<file path="src/rtl/flash_writer_map.vh">
// Constants for the writer-mode flash programming controller
// How it works
// - Vpp pin never driven to ground
// - Code 0x00 then reads return data
// - Erase: code 0x20 written twice
// - Auto-erase: code 0x30 written twice
// - Program: 0x40, then address and byte
// - Program-verify: 0xC0, then read check byte
// - Oe high six microseconds before verify
// - Strobes high while vpp moves
`ifndef FLASH_WRITER_MAP_VH
`define FLASH_WRITER_MAP_VH

// =====================================================
// Clock and pin timing, each in its own unit
`define CLK_PERIOD_NS 32'h0000000a
`define T_WEP_NS 32'h00000046
`define T_WEH_NS 32'h00000028
`define T_CWC_NS 32'h00000078
`define T_VPS_NS 32'h00000064
`define T_VPH_NS 32'h00000064
`define T_OERS_US 32'h00000006
`define T_VA_NS 32'h000001f4
`define T_PPW_NS 32'h00000019
`define T_ET_MS 32'h00000009
`define T_AET_S 32'h0000001e
`define NS_PER_US 32'h000003e8
`define NS_PER_MS 32'h000f4240
`define NS_PER_S 32'h3b9aca00

// =====================================================
// Cycle counts, least times rounded up
`define CEIL_CYC(t) (((t) + `CLK_PERIOD_NS - 32'h00000001) / `CLK_PERIOD_NS)
`define WEP_CYC `CEIL_CYC(`T_WEP_NS)
`define WEH_CYC `CEIL_CYC(`T_WEH_NS)
`define CWC_REST_CYC `CEIL_CYC(`T_CWC_NS - `T_WEP_NS)
`define VPS_CYC `CEIL_CYC(`T_VPS_NS)
`define VPH_CYC `CEIL_CYC(`T_VPH_NS)
`define OERS_CYC `CEIL_CYC(`T_OERS_US * `NS_PER_US)
`define VA_CYC `CEIL_CYC(`T_VA_NS)
`define PPW_CYC `CEIL_CYC(`T_PPW_NS)
`define ET_CYC `CEIL_CYC(`T_ET_MS * `NS_PER_MS)
`define AET_CYC (`T_AET_S * (`NS_PER_S / `CLK_PERIOD_NS))
`define SYNC_CYC 32'h00000004
`define ONE_CYC 32'h00000001

// =====================================================
// Command codes written on the data bus
`define CODE_READ 8'h00
`define CODE_ERASE 8'h20
`define CODE_ERASE_CHECK 8'ha0
`define CODE_AUTO_ERASE 8'h30
`define CODE_PROGRAM 8'h40
`define CODE_PROGRAM_CHECK 8'hc0
`define CODE_RESET 8'hff
`define ERASED_BYTE 8'hff

// =====================================================
// User operation codes
`define OP_READ 3'h0
`define OP_ERASE 3'h1
`define OP_ERASE_CHECK 3'h2
`define OP_AUTO_ERASE 3'h3
`define OP_PROGRAM 3'h4
`define OP_PROGRAM_CHECK 3'h5
`define OP_RESET 3'h6
`define OP_LAST 3'h6

`define ADDR_W 17
`define DATA_W 8

`endif

</file>
<file path="src/rtl/pin_sync.v">
// Three-stage synchroniser with agreement filter for asynchronous pins
`timescale 1ns/100ps
`default_nettype none
module pin_sync #(
	parameter WIDTH = 8
) (
	// Clock and reset
	input wire clock,
	input wire resetn,
	// Raw pins and filtered result
	input wire [WIDTH-1:0] pin_in,
	output wire [WIDTH-1:0] stable
);

	// =====================================================
	// One chain per bit; stage one is read only by stage two
	genvar i;
	generate
		for (i = 0; i < WIDTH; i = i + 1) begin : g_bit
			reg s1_ff;
			reg s2_ff;
			reg s3_ff;
			reg hold_ff;
			always @(posedge clock) begin
				if (!resetn) begin
					s1_ff <= 1'b0;
					s2_ff <= 1'b0;
					s3_ff <= 1'b0;
					hold_ff <= 1'b0;
				end else begin
					s1_ff <= pin_in[i];
					s2_ff <= s1_ff;
					s3_ff <= s2_ff;
					// A change counts only once two stages agree
					if (s2_ff == s3_ff) begin
						hold_ff <= s3_ff;
					end
				end
			end
			assign stable[i] = hold_ff;
		end
	endgenerate

endmodule // pin_sync
`default_nettype wire

</file>
<file path="src/rtl/flash_writer_host.v">
// Programmer-side controller driving the flash writer-mode pins
`timescale 1ns/100ps
`default_nettype none
`include "flash_writer_map.vh"
module flash_writer_host #(
	// Long waits, shortened in simulation
	parameter [31:0] ERASE_WAIT_CYC = `ET_CYC,
	parameter [31:0] AUTO_ERASE_WAIT_CYC = `AET_CYC
) (
	// Clock and reset
	input wire clock,
	input wire resetn,
	// User command request
	input wire cmd_valid,
	input wire [2:0] cmd_op,
	input wire [`ADDR_W-1:0] cmd_addr,
	input wire [`DATA_W-1:0] cmd_data,
	output reg cmd_ready,
	// User response
	output reg rsp_valid,
	output reg [`DATA_W-1:0] rsp_data,
	output reg rsp_blank,
	// Device strobes, active low
	output reg chip_enable_n,
	output reg output_enable_n,
	output reg write_enable_n,
	// Device address bus
	output reg [`ADDR_W-1:0] flash_addr,
	// Device data bus, split into three signals
	input wire [`DATA_W-1:0] flash_data_in,
	output reg [`DATA_W-1:0] flash_data_out,
	output reg flash_data_oe,
	// Program voltage select: high gives 12 V, low gives logic supply
	output reg program_voltage_pin
);

	// =====================================================
	// Sequencer states
	localparam [2:0] ST_IDLE = 3'h0;
	localparam [2:0] ST_VPP_UP = 3'h1;
	localparam [2:0] ST_WR_LOW = 3'h2;
	localparam [2:0] ST_WR_HIGH = 3'h3;
	localparam [2:0] ST_SETTLE = 3'h4;
	localparam [2:0] ST_RD_LOW = 3'h5;
	localparam [2:0] ST_VPP_DOWN = 3'h6;
	localparam [2:0] ST_DONE = 3'h7;

	reg [2:0] state_ff;
	reg [31:0] cnt_ff;
	reg [2:0] op_ff;
	reg [`ADDR_W-1:0] addr_ff;
	reg [`DATA_W-1:0] data_ff;
	reg second_ff;
	wire [`DATA_W-1:0] data_sync;

	// =====================================================
	// Read data arrives from another domain, so it is filtered
	pin_sync #(
		.WIDTH(`DATA_W)
	) u_data_sync (
		.clock(clock),
		.resetn(resetn),
		.pin_in(flash_data_in),
		.stable(data_sync)
	);

	// =====================================================
	// Decode of the latched operation
	reg [`DATA_W-1:0] first_code;
	reg two_writes;
	reg ends_in_read;
	reg [31:0] settle_cyc;
	always @* begin
		first_code = `CODE_READ;
		two_writes = 1'b0;
		ends_in_read = 1'b0;
		settle_cyc = `ONE_CYC;
		case (op_ff)
			`OP_READ: begin
				first_code = `CODE_READ;
				ends_in_read = 1'b1;
			end
			`OP_ERASE: begin
				first_code = `CODE_ERASE;
				two_writes = 1'b1;
				settle_cyc = ERASE_WAIT_CYC;
			end
			`OP_ERASE_CHECK: begin
				first_code = `CODE_ERASE_CHECK;
				ends_in_read = 1'b1;
				settle_cyc = `OERS_CYC;
			end
			`OP_AUTO_ERASE: begin
				first_code = `CODE_AUTO_ERASE;
				two_writes = 1'b1;
				settle_cyc = AUTO_ERASE_WAIT_CYC;
			end
			`OP_PROGRAM: begin
				first_code = `CODE_PROGRAM;
				two_writes = 1'b1;
				settle_cyc = `PPW_CYC;
			end
			`OP_PROGRAM_CHECK: begin
				first_code = `CODE_PROGRAM_CHECK;
				ends_in_read = 1'b1;
				settle_cyc = `OERS_CYC;
			end
			`OP_RESET: begin
				first_code = `CODE_RESET;
				two_writes = 1'b1;
			end
			default: begin
				first_code = `CODE_READ;
			end
		endcase
	end

	// =====================================================
	// Second write: program carries target address and byte, others repeat the code
	wire [`DATA_W-1:0] second_data = (op_ff == `OP_PROGRAM) ? data_ff : first_code;
	wire [`ADDR_W-1:0] second_addr = (op_ff == `OP_PROGRAM) ? addr_ff : {`ADDR_W{1'b0}};
	wire [`ADDR_W-1:0] first_addr = (op_ff == `OP_ERASE_CHECK) ? addr_ff : {`ADDR_W{1'b0}};
	wire op_legal = (cmd_op <= `OP_LAST);
	wire cnt_zero = (cnt_ff == 32'h00000000);

	// =====================================================
	// Pin sequencer; every pin comes from a flip-flop
	always @(posedge clock) begin
		if (!resetn) begin
			state_ff <= ST_IDLE;
			cnt_ff <= 32'h00000000;
			op_ff <= `OP_READ;
			addr_ff <= {`ADDR_W{1'b0}};
			data_ff <= {`DATA_W{1'b0}};
			second_ff <= 1'b0;
			cmd_ready <= 1'b0;
			rsp_valid <= 1'b0;
			rsp_data <= {`DATA_W{1'b0}};
			rsp_blank <= 1'b0;
			chip_enable_n <= 1'b1;
			output_enable_n <= 1'b1;
			write_enable_n <= 1'b1;
			flash_addr <= {`ADDR_W{1'b0}};
			flash_data_out <= {`DATA_W{1'b0}};
			flash_data_oe <= 1'b0;
			program_voltage_pin <= 1'b0;
		end else begin
			rsp_valid <= 1'b0;
			if (!cnt_zero) begin
				cnt_ff <= cnt_ff - `ONE_CYC;
			end
			case (state_ff)
				ST_IDLE: begin
					// Ready rises one cycle after reset release
					cmd_ready <= 1'b1;
					if (cmd_valid && cmd_ready && op_legal) begin
						op_ff <= cmd_op;
						addr_ff <= cmd_addr;
						data_ff <= cmd_data;
						cmd_ready <= 1'b0;
						second_ff <= 1'b0;
						// Strobes are all high here, so the supply may move
						program_voltage_pin <= 1'b1;
						cnt_ff <= `VPS_CYC - `ONE_CYC;
						state_ff <= ST_VPP_UP;
					end
				end
				ST_VPP_UP: begin
					if (cnt_zero) begin
						// First command write cycle
						chip_enable_n <= 1'b0;
						write_enable_n <= 1'b0;
						flash_addr <= first_addr;
						flash_data_out <= first_code;
						flash_data_oe <= 1'b1;
						cnt_ff <= `WEP_CYC - `ONE_CYC;
						state_ff <= ST_WR_LOW;
					end
				end
				ST_WR_LOW: begin
					if (cnt_zero) begin
						// Rising edge latches the byte; data stays for hold time
						write_enable_n <= 1'b1;
						cnt_ff <= ((`CWC_REST_CYC > `WEH_CYC) ? `CWC_REST_CYC : `WEH_CYC) - `ONE_CYC;
						state_ff <= ST_WR_HIGH;
					end
				end
				ST_WR_HIGH: begin
					if (cnt_zero) begin
						if (two_writes && !second_ff) begin
							second_ff <= 1'b1;
							write_enable_n <= 1'b0;
							flash_addr <= second_addr;
							flash_data_out <= second_data;
							cnt_ff <= `WEP_CYC - `ONE_CYC;
							state_ff <= ST_WR_LOW;
						end else begin
							// Release the bus before the device may drive it
							flash_data_oe <= 1'b0;
							cnt_ff <= settle_cyc - `ONE_CYC;
							state_ff <= ST_SETTLE;
						end
					end
				end
				ST_SETTLE: begin
					// Output enable stays high through the verify setup wait
					if (cnt_zero) begin
						if (ends_in_read) begin
							if (op_ff == `OP_READ) begin
								flash_addr <= addr_ff;
							end
							output_enable_n <= 1'b0;
							// Data may appear only at the end of the access time, so the three synchroniser
							// stages and the filter register need four whole cycles on top of it
							cnt_ff <= `VA_CYC + `SYNC_CYC;
							state_ff <= ST_RD_LOW;
						end else begin
							chip_enable_n <= 1'b1;
							cnt_ff <= `VPH_CYC - `ONE_CYC;
							state_ff <= ST_VPP_DOWN;
						end
					end
				end
				ST_RD_LOW: begin
					// Access time plus synchroniser depth before sampling
					if (cnt_zero) begin
						rsp_data <= data_sync;
						rsp_blank <= (data_sync == `ERASED_BYTE);
						output_enable_n <= 1'b1;
						chip_enable_n <= 1'b1;
						cnt_ff <= `VPH_CYC - `ONE_CYC;
						state_ff <= ST_VPP_DOWN;
					end
				end
				ST_VPP_DOWN: begin
					if (cnt_zero) begin
						// Back to logic supply level, never ground
						program_voltage_pin <= 1'b0;
						cnt_ff <= `VPS_CYC - `ONE_CYC;
						state_ff <= ST_DONE;
					end
				end
				ST_DONE: begin
					// Voltage settles before the next operation may start
					if (cnt_zero) begin
						rsp_valid <= 1'b1;
						cmd_ready <= 1'b1;
						state_ff <= ST_IDLE;
					end
				end
				default: begin
					state_ff <= ST_IDLE;
				end
			endcase
		end
	end

endmodule // flash_writer_host
`default_nettype wire

</file>
<file path="config.mk">
export PLATFORM = sky130hd
export DESIGN_NAME = flash_writer_host
export DESIGN_NICKNAME = d
export VERILOG_FILES = /design/src/rtl/pin_sync.v /design/src/rtl/flash_writer_host.v
export VERILOG_INCLUDE_DIRS = /design/src /design/src/rtl
export SDC_FILE = /design/constraint.sdc
export NUM_CORES = 1
export LEC_CHECK = 0
export BUFFER_PORTS_ARGS = -buffer_cell sky130_fd_sc_hd__buf_2
export CAP_MARGIN = 20
export CORE_ASPECT_RATIO = 1.75
export CORE_MARGIN = 2
export CORE_UTILIZATION = 64
export CTS_BUF_LIST = sky130_fd_sc_hd__clkbuf_8
export CTS_CLUSTER_SIZE = 14
export DETAILED_ROUTE_END_ITERATION = 10
export GPL_TIMING_DRIVEN = 0
export PLACE_DENSITY = 0.87
export REMOVE_ABC_BUFFERS = 1
export SKIP_LAST_GASP = 1
export SLEW_MARGIN = 20
export SYNTH_ARGS = -nofsm -noshare
export SYNTH_HDL_FRONTEND = slang
export SYNTH_SLANG_ARGS = --single-unit
</file>
<file path="constraint.sdc">
create_clock -name clock -period 3.7 [get_ports clock]
set_clock_uncertainty 0.1 [all_clocks]
set_input_delay 0.555 -clock clock [delete_from_list [all_inputs] [get_ports clock]]
set_output_delay 0.555 -clock clock [all_outputs]
set_load 0.1 [all_outputs]
</file>
==> impl_metrics.ini, run 1 <==
[synthesis]
yosysUniqueCellTypes = 68
synth_area_per_cell_sq_um = 8.50
synth_most_common_cell = dfxtp_1
synth_area_sq_um = 5980
synth_edf_count = 0
ys_async_sr_fraction = 0
yosys-top-cells-count = dfxtp_1, nand2_1, a21oi_1, nor2_1, and2_1
synth-seq-area-share = 0.459
yosys.area.top_type = dfxtp_1
synthCells = 703
ys_seq_elements = 137
ys.flop_type = dfxtp_1
yosysWarningCount = 0
synth_area_leaders = dfxtp_1, nand2_1, a21oi_1
synth_top_area_frac = 0.459

[place]
post-place-ws_ps = -161
dp.cells = 868
dpl.hpwl_um = 10300
io_buffers = 79
place_congestion = 0.962

[critical_path]
r2r_cells = 10
r2r-start = cnt_ff[0]$_SDFF_PN0_
critPathRequiredTime_ps = 4000
cp-endpoint = flash_addr[3]$_SDFFE_PN0P_
r2r_end = flash_addr[3]$_SDFFE_PN0P_
crit_start = cnt_ff[0]$_SDFF_PN0_
r2r_slack_ps = 500
cp_max_fo = 22
worstPathArrival_ps = 3500
setup.worst_path.class = reg2reg
start_kind = flip-flop
endpoint_kind = flip-flop

[global_route]
grtUsageTotal = 0.304
globalRoute.totalOverflow = 0
grt_pass1_wl_um = 25000
first_global_vias = 5488
grt_max_degree = 50
antenna_found_initial = 0

[final_layout]
final_cells = 907
final_net_count = 819
area_growth_pct = 14.5
diodes = 0
final_layout_size_suffix_gt1_frac = 0.193

[detailed_routing]
drt_iter0_markers = 515
drt_first_pass_iters = 5
viasPerCell = 6.15
vias = 5581
ant_nets = 0
drc = 0
drt-total-wl_um = 15200
wire_per_inst_um = 16.8

[flow_run]
cap_violations = 0

[floorplan]
core_area_sq_um = 9090
start_util = 0.657
die_area_sq_um = 10200
die_h_um = 132
ios = 80
die_x_um = 77.1
num_rows = 46

[sta]
hold_viol = 0
slew_headroom = 0.433
fin_crit_ps = 3200
worst_slack_ps = 500
fin_crit_sh = 0.865
rsz0062_at_grt = no
final-setup-viol-count = 0
fmax_mhz = 313
tns_ps = 0
slew_violations = 0
worstMarginPinSlew_ps = 850

[clocking]
path_clk_slew_ps = 80
cts_tree = done
clk-insertion-delay-late_ps = 450
clock_path_buffers = 2
clockRootBuffer = clkbuf_8
clock-sinks = 137
htreeDepth = 4
cts_buffers = 17

[power_and_ir_drop]
power-per-cell-area_nw_per_um2 = 730
leakage_nw = 2.76
ir_drop_mv = 0.554

[hold_path]
hold_path_class = in2reg

[outcome]
outcome = complete, no violations
[cells in the final DEF, fill, tap and decap left out, types with 5 or more instances in the layout]
cell type	count
ha_1	6
inv_6	6
inv_1	10
nor2_1	47
dfxtp_1	137
buf_4	8
a31oi_1	6
xor2_1	8
clkbuf_8	17
buf_2	81
or3_1	11
nand4_1	8
xnor2_1	13
a211oi_1	7
nor3_1	18
o21ai_0	19
a21oi_1	82
nand3_1	17
o31ai_1	9
and3_1	8
nand2_1	121
and2_1	28
a22o_1	17
o21ai_1	7
o211a_1	5
[how the worst min path moves through the flow]
stage,start,endpoint,slack (ps),depth (start not counted)
CTS,flash_data_in[6],u_data_sync.g_bit[6].s1_ff$_SDFF_PN0_,190,2
floorplan,u_data_sync.g_bit[0].s1_ff$_SDFF_PN0_,u_data_sync.g_bit[0].s2_ff$_SDFF_PN0_,310,1
global placement,u_data_sync.g_bit[2].s1_ff$_SDFF_PN0_,u_data_sync.g_bit[2].s2_ff$_SDFF_PN0_,310,1
global route,flash_data_in[3],u_data_sync.g_bit[3].s1_ff$_SDFF_PN0_,200,2
finish,flash_data_in[6],u_data_sync.g_bit[6].s1_ff$_SDFF_PN0_,200,2
detailed placement,u_data_sync.g_bit[3].s1_ff$_SDFF_PN0_,u_data_sync.g_bit[3].s2_ff$_SDFF_PN0_,320,1
[metrics by stage]
step           total power, mW   util  instance area (sq um)  hold slack [ps]
6_report                  4.99  0.752                   6840              202
2_1_floorplan             3.26      -                   5790              312
3_5_place_dp              3.65  0.704                   6400              324
3_3_place_gp              3.56  0.697                   6340              315
4_1_cts                   4.89  0.747                   6790              190
5_1_grt                   5.27  0.752                   6840              198
[cell families after synthesis]
kind of cell | count (synthesis) | share of synthesized area
simple gates | 300 | 0.262
compound gates | 184 | 0.194
flops | 137 | 0.459
buf+inv | 52 | 0.0387
xor+xnor | 21 | 0.0308
fa+ha+maj | 6 | 0.0126
other cells | 2 | 0.00126
mux | 1 | 0.00167
[layer usage]
layer / wire (um) / global-route usage / vias to the layer above
li1: - / - / 2631
met1: 5540 / 0.304 / 2639
met2: 8000 / 0.547 / 234
met3: 836 / 0.0651 / 77
met4: 864 / 0.218 / 0
met5: 0 / 0 / -
[power breakdown]
part           leakage (nW)  switching, mW  total, mW  internal [mW]
Combinational          1.45           1.22       1.95          0.730
Clock                 0.192          0.621       1.16          0.542
Sequential             1.11          0.225       1.88           1.65
[flip-flops by register name (all words and copies together) (netlist names)]
register and flops:
data_ff 8, state_ff 3, addr_ff 17, chip_enable_n 1, cmd_ready 1, flash_data_out 8
write_enable_n 1, u_data_sync.g_bit.s2_ff 8, rsp_valid 1, rsp_data 8, output_enable_n 1, rsp_blank 1
program_voltage_pin 1, flash_data_oe 1, cnt_ff 32, second_ff 1, flash_addr 17, u_data_sync.g_bit.s1_ff 8
u_data_sync.g_bit.hold_ff 8, op_ff 3, u_data_sync.g_bit.s3_ff 8
[timing repair]
item | in CTS | in global routing
buffers inserted | 0 | 6
setup endpoints to repair | 26 | 27
pin swaps | 1 | 1
hold buffers | 0 | 0
cloned | 1 | 0
gates resized for setup | 0 | 0
[worst max-delay path, stage by stage (launching register included)]
cell and delay (ps):
dfxtp_1 360, inv_1 120, ha_1 170, nor4b_4 390, nand3_2 350, nor3_4 200
buf_4 210, inv_2 190, nor2_1 220, and3_1 590, a22o_1 220
[final cells by class]
type                    count  area, sq um
clock buffers              17          234
clock inverters            15          140
fillers                   724         2250
inverters                  12         46.3
multi-input cells         515         3030
flip-flops and latches    137         2740
well taps                 120          150
repair buffers             91          500
(Power assumes the default switching activity.)
==> run 2, diff against run 1 <==
Settings changed: CORE_MARGIN 2 to default, REMOVE_ABC_BUFFERS 1 to default.
==> run 2 against run 1 <==
  * Final area is 1.2% higher
  * Register-to-register slack better by 30 ps
  * Maximum frequency grew 1.1%
  * Wire length is 9.5% higher
  * Flip-flop and latch count unchanged
  * Count of clock-buffer cells in the layout up 1
  * Non-clock buffer count rose by 27
  * Utilization up 0.92 points
  * Setup slack improved by 35 ps
  * Critical endpoint is now cnt_ff[0]$_SDFF_PN0_
==> impl_metrics.ini, run 2 (synthesis results as in run 1) <==
[outcome]
outcome = complete, no violations

[final_layout]
fill_cells = 723
largest_register = cnt_ff
largest_reg_flops = 32
seq_area_sq_um = 2740
layout_commonest_cell = dfxtp_1
final_layout_size_suffix_gt1_frac = 0.178
stdcell_area_sq_um = 6930
layout_common_cells = dfxtp_1, nand2_1, buf_2, a21oi_1, nor2_1
diodes = 0
final_net_count = 845
area_growth_pct = 15.9
reg_top3 = cnt_ff: 32 flops, addr_ff: 17 flops, flash_addr: 17 flops
multi_input_area_sq_um = 3000

[detailed_routing]
viasPerCell = 6.03
top_layer_used = met4
met1_length_um = 5990
wl_met3_um = 780
drt-total-wl_um = 16700
ant_nets = 0
drt_iter0_markers = 358
drt_first_pass_iters = 7
vias = 5627
wire_per_inst_um = 17.9
drc = 0
met2_length_um = 8880

[global_route]
first_global_vias = 5420
grt_max_degree = 17
antenna_found_initial = 0
globalRoute.totalOverflow = 0
grt_pass1_wl_um = 25300
grtUsageTotal = 0.352

[critical_path]
worstPathArrival_ps = 3470
r2r-start = cnt_ff[0]$_SDFF_PN0_
cp_max_fo = 11
crit_start = cnt_ff[0]$_SDFF_PN0_
start_kind = flip-flop
endpoint_kind = flip-flop
setup.worst_path.class = reg2reg
critPathRequiredTime_ps = 4000

[clocking]
postCtsSetupRepairBufs = 0
clock_path_buffers = 2
clk-insertion-delay-late_ps = 460
clockRootBuffer = clkbuf_8
clock-sinks = 137
path_clk_slew_ps = 80
cts_resized = 0
cts_tree = done
htreeDepth = 4
cts_buffers = 17
ctsHoldBuffers = 0

[floorplan]
start_util = 0.657
core_area_sq_um = 9090
die_area_sq_um = 9750
die_h_um = 130
num_rows = 46
die_x_um = 75.1
ios = 80

[place]
post-place-ws_ps = 596
place_area_sq_um = 6520
dpl.hpwl_um = 12400
place_congestion = 1.00
io_buffers = 78

[power_and_ir_drop]
power-per-cell-area_nw_per_um2 = 704
ir_drop_mv = 0.477
p_total_mw = 4.88
leakage_nw = 2.78

[sta]
fin_crit_sh = 0.855
fin_crit_ps = 3160
tns_ps = 0
slew_headroom = 0.343
worstMarginPinSlew_ps = 976
holdWs_ps = 203
worst_slack_ps = 535
slew_violations = 0
final-setup-viol-count = 0
hold_viol = 0
rsz0062_at_grt = no
fmax_mhz = 316

[hold_path]
hold_path_class = in2reg
hold_path_startpoint = flash_data_in[3]

[synthesis]
synth_nets = 748

[flow_run]
cap_violations = 0
## run 2: cell count changes in the layout (fill, tap and decap cells not counted), sizes merged
cell,delta
nor3,-1
clkinvlp,+1
bufinv,+1
inv,+2
buf,+1
clkinv,-5
clkbuf,+27
## run 2: power breakdown
group / leakage (nW) / internal [mW] / switching (mW) / total [mW]
clock: 0.205 / 0.632 / 0.624 / 1.26
combinational: 1.46 / 0.683 / 1.11 / 1.79
sequential: 1.11 / 1.64 / 0.188 / 1.83
## run 2: layout make-up
cell class              instances  share of cell area
well taps                     120              0.0217
inverters                      12             0.00650
clock buffers                  18              0.0358
clock inverters                14              0.0231
multi-input cells             514               0.434
plain buffers                  40              0.0269
flip-flops and latches        137               0.396
repair buffers                 78              0.0564
## run 2: worst max-delay path, cell delays in order (launching register included)
cell and delay, ps:
dfxtp_1 360, inv_1 130, ha_1 190, nor4b_4 310, nand3_2 260, nor3_4 370
inv_2 90, buf_6 160, buf_6 150, ha_1 300, a311oi_1 270, o22ai_1 160
nand3_1 110, and3_1 140
## run 2: through the flow
step                std cells  utilization
floorplan                 703            -
global placement          901        0.717
detailed placement        901        0.717
CTS                       933        0.762
global route              933        0.762
finish                    933        0.762
## run 2: path summary, 6_finish.rpt
check / end / slack, ps / depth (start not counted)
hold / removal: u_data_sync.g_bit[3].s1_ff$_SDFF_PN0_ / 200 / 2
setup reg to reg: cnt_ff[0]$_SDFF_PN0_ / 540 / 13
setup / recovery: cnt_ff[0]$_SDFF_PN0_ / 540 / 13
hold reg to reg: u_data_sync.g_bit[0].s2_ff$_SDFF_PN0_ / 330 / 1
## run 2: per-layer routing
layer / global-route usage / up-vias
met5: 0 / -
met4: 0.282 / 0
met3: 0.0734 / 70
met2: 0.628 / 198
met1: 0.337 / 2680
li1: - / 2679
==> run 3, diff against run 2 <==
Settings changed: PLACE_DENSITY 0.87 to 0.95.
==> run 3 against run 2 <==
  * Wire length up 2.7%
  * Clock power up 3%
  * First-iteration DRC count up 46%
  * Critical endpoint unchanged
  * Largest cell class unchanged
==> impl_metrics.ini, run 3 (synthesis results as in run 1) <==
[final_layout]
final_layout_size_suffix_gt1_frac = 0.178
fill_cells = 639
area_growth_pct = 16.1
largest_register = cnt_ff
diodes = 0
layout_commonest_cell = dfxtp_1
layout_common_cells = dfxtp_1, nand2_1, buf_2, a21oi_1, nor2_1
finalCoreUtilization = 0.763
final_cells = 933
multi_input_area_sq_um = 3000
reg_top3 = cnt_ff: 32 flops, addr_ff: 17 flops, flash_addr: 17 flops
final_net_count = 845
seq_area_sq_um = 2740
largest_reg_flops = 32

[hold_path]
hold_depth = 2
min_to = u_data_sync.g_bit[3].s1_ff$_SDFF_PN0_
hold_path_startpoint = flash_data_in[3]
hold_path_class = in2reg

[sta]
fin_crit_sh = 0.898
worstMarginPinSlew_ps = 1160
tns_ps = 0
final-setup-viol-count = 0
rsz0062_at_grt = no
hold_viol = 0
worst_slack_ps = 376
slew_violations = 0
fmax_mhz = 301
slew_headroom = 0.222
fin_crit_ps = 3320

[clocking]
cts_buffers = 17
clockRootBuffer = clkbuf_8
cts_resized = 0
cts_tree = done
htreeDepth = 4
clock_path_buffers = 2
postCtsSetupRepairBufs = 0
ctsHoldBuffers = 0
path_clk_slew_ps = 80
clock-sinks = 137
clk-insertion-delay-late_ps = 460

[global_route]
first_global_vias = 5758
grt_pass1_wl_um = 27500
grt_max_degree = 17
globalRoute.totalOverflow = 0
antenna_found_initial = 0
grtUsageTotal = 0.385

[critical_path]
r2r_cells = 13
start_kind = flip-flop
critPathRequiredTime_ps = 4000
worstPathArrival_ps = 3630
r2r_end = cnt_ff[0]$_SDFF_PN0_
r2r-start = cnt_ff[0]$_SDFF_PN0_
endpoint_kind = flip-flop
setup.worst_path.class = reg2reg
r2r_slack_ps = 380
cp_max_fo = 11

[detailed_routing]
ant_nets = 0
drt_first_pass_iters = 6
viasPerCell = 6.22
drt-total-wl_um = 17100
drc = 0
wire_per_inst_um = 18.4
drt_iter0_markers = 522
vias = 5802

[floorplan]
die_area_sq_um = 9750
die_x_um = 75.1
start_util = 0.657
ios = 80
num_rows = 46
die_h_um = 130
core_area_sq_um = 9090

[synthesis]
synth_nets = 748

[power_and_ir_drop]
leakage_nw = 2.79
ir_drop_mv = 0.479
p_total_mw = 4.98
power-per-cell-area_nw_per_um2 = 718

[place]
dp.cells = 901
dpl.hpwl_um = 12000
io_buffers = 78
post-place-ws_ps = 580
place_congestion = 0.988

[outcome]
outcome = complete, no violations

[flow_run]
cap_violations = 0
## run 3: cell types whose count changed in the layout (fill, tap and decap cells not counted), sizes merged
| cell | previous run | this run |
|---|---|---|
| clkinv | 3 | 5 |
| bufinv | 2 | 3 |
| inv | 19 | 16 |
## run 3: critical path: stages, from the launching register on
cell      delay [ps]
dfxtp_1          370
inv_1            130
ha_1             180
nor4b_4          340
nand3_2          270
nor3_4           390
inv_2            100
buf_6            170
buf_6            150
ha_1             330
a311oi_1         290
o22ai_1          180
nand3_1          120
and3_1           150
## run 3: how the worst max path moves through the flow
stage,from,endpoint,slack (ps),depth (start not counted)
after global routing,cnt_ff[0]$_SDFF_PN0_,cnt_ff[0]$_SDFF_PN0_,110,13
final,cnt_ff[0]$_SDFF_PN0_,cnt_ff[0]$_SDFF_PN0_,380,13
after global placement,cnt_ff[0]$_SDFF_PN0_,cnt_ff[0]$_SDFF_PN0_,590,13
after detailed placement,cnt_ff[0]$_SDFF_PN0_,cnt_ff[0]$_SDFF_PN0_,580,13
after floorplan,cnt_ff[0]$_SDFF_PN0_,cnt_ff[0]$_SDFF_PN0_,1130,13
after CTS,cnt_ff[0]$_SDFF_PN0_,cnt_ff[0]$_SDFF_PN0_,490,13
## run 3: final cells by class
cell class                      instances  share of cell area
Clock inverter                         14              0.0247
Inverter                               12             0.00649
Timing Repair Buffer                   78              0.0563
Buffer                                 40              0.0269
Multi-Input combinational cell        514               0.433
Sequential cell                       137               0.395
Tap cell                              120              0.0216
Clock buffer                           18              0.0357
## run 3: per-stage QoR
stage | hold WS [ps] | cell area (sq um)
after global routing | 194 | 6940
after floorplan | 312 | 5980
final | 200 | 6940
after global placement | 313 | 6520
after CTS | 198 | 6940
after detailed placement | 320 | 6520
## run 3: per-layer routing
metal  vias up  GRT usage  wire, um
li1       2675          -         -
met1      2709      0.399      5950
met2       308      0.618      8810
met3       110      0.131      1180
met4         0      0.307      1200
met5         -          0         0
## run 3: report_power, final
group	internal (mW)	switching, mW
Clock	0.689	0.611
Sequential	1.64	0.189
Combinational	0.685	1.16
Total	3.02	1.96
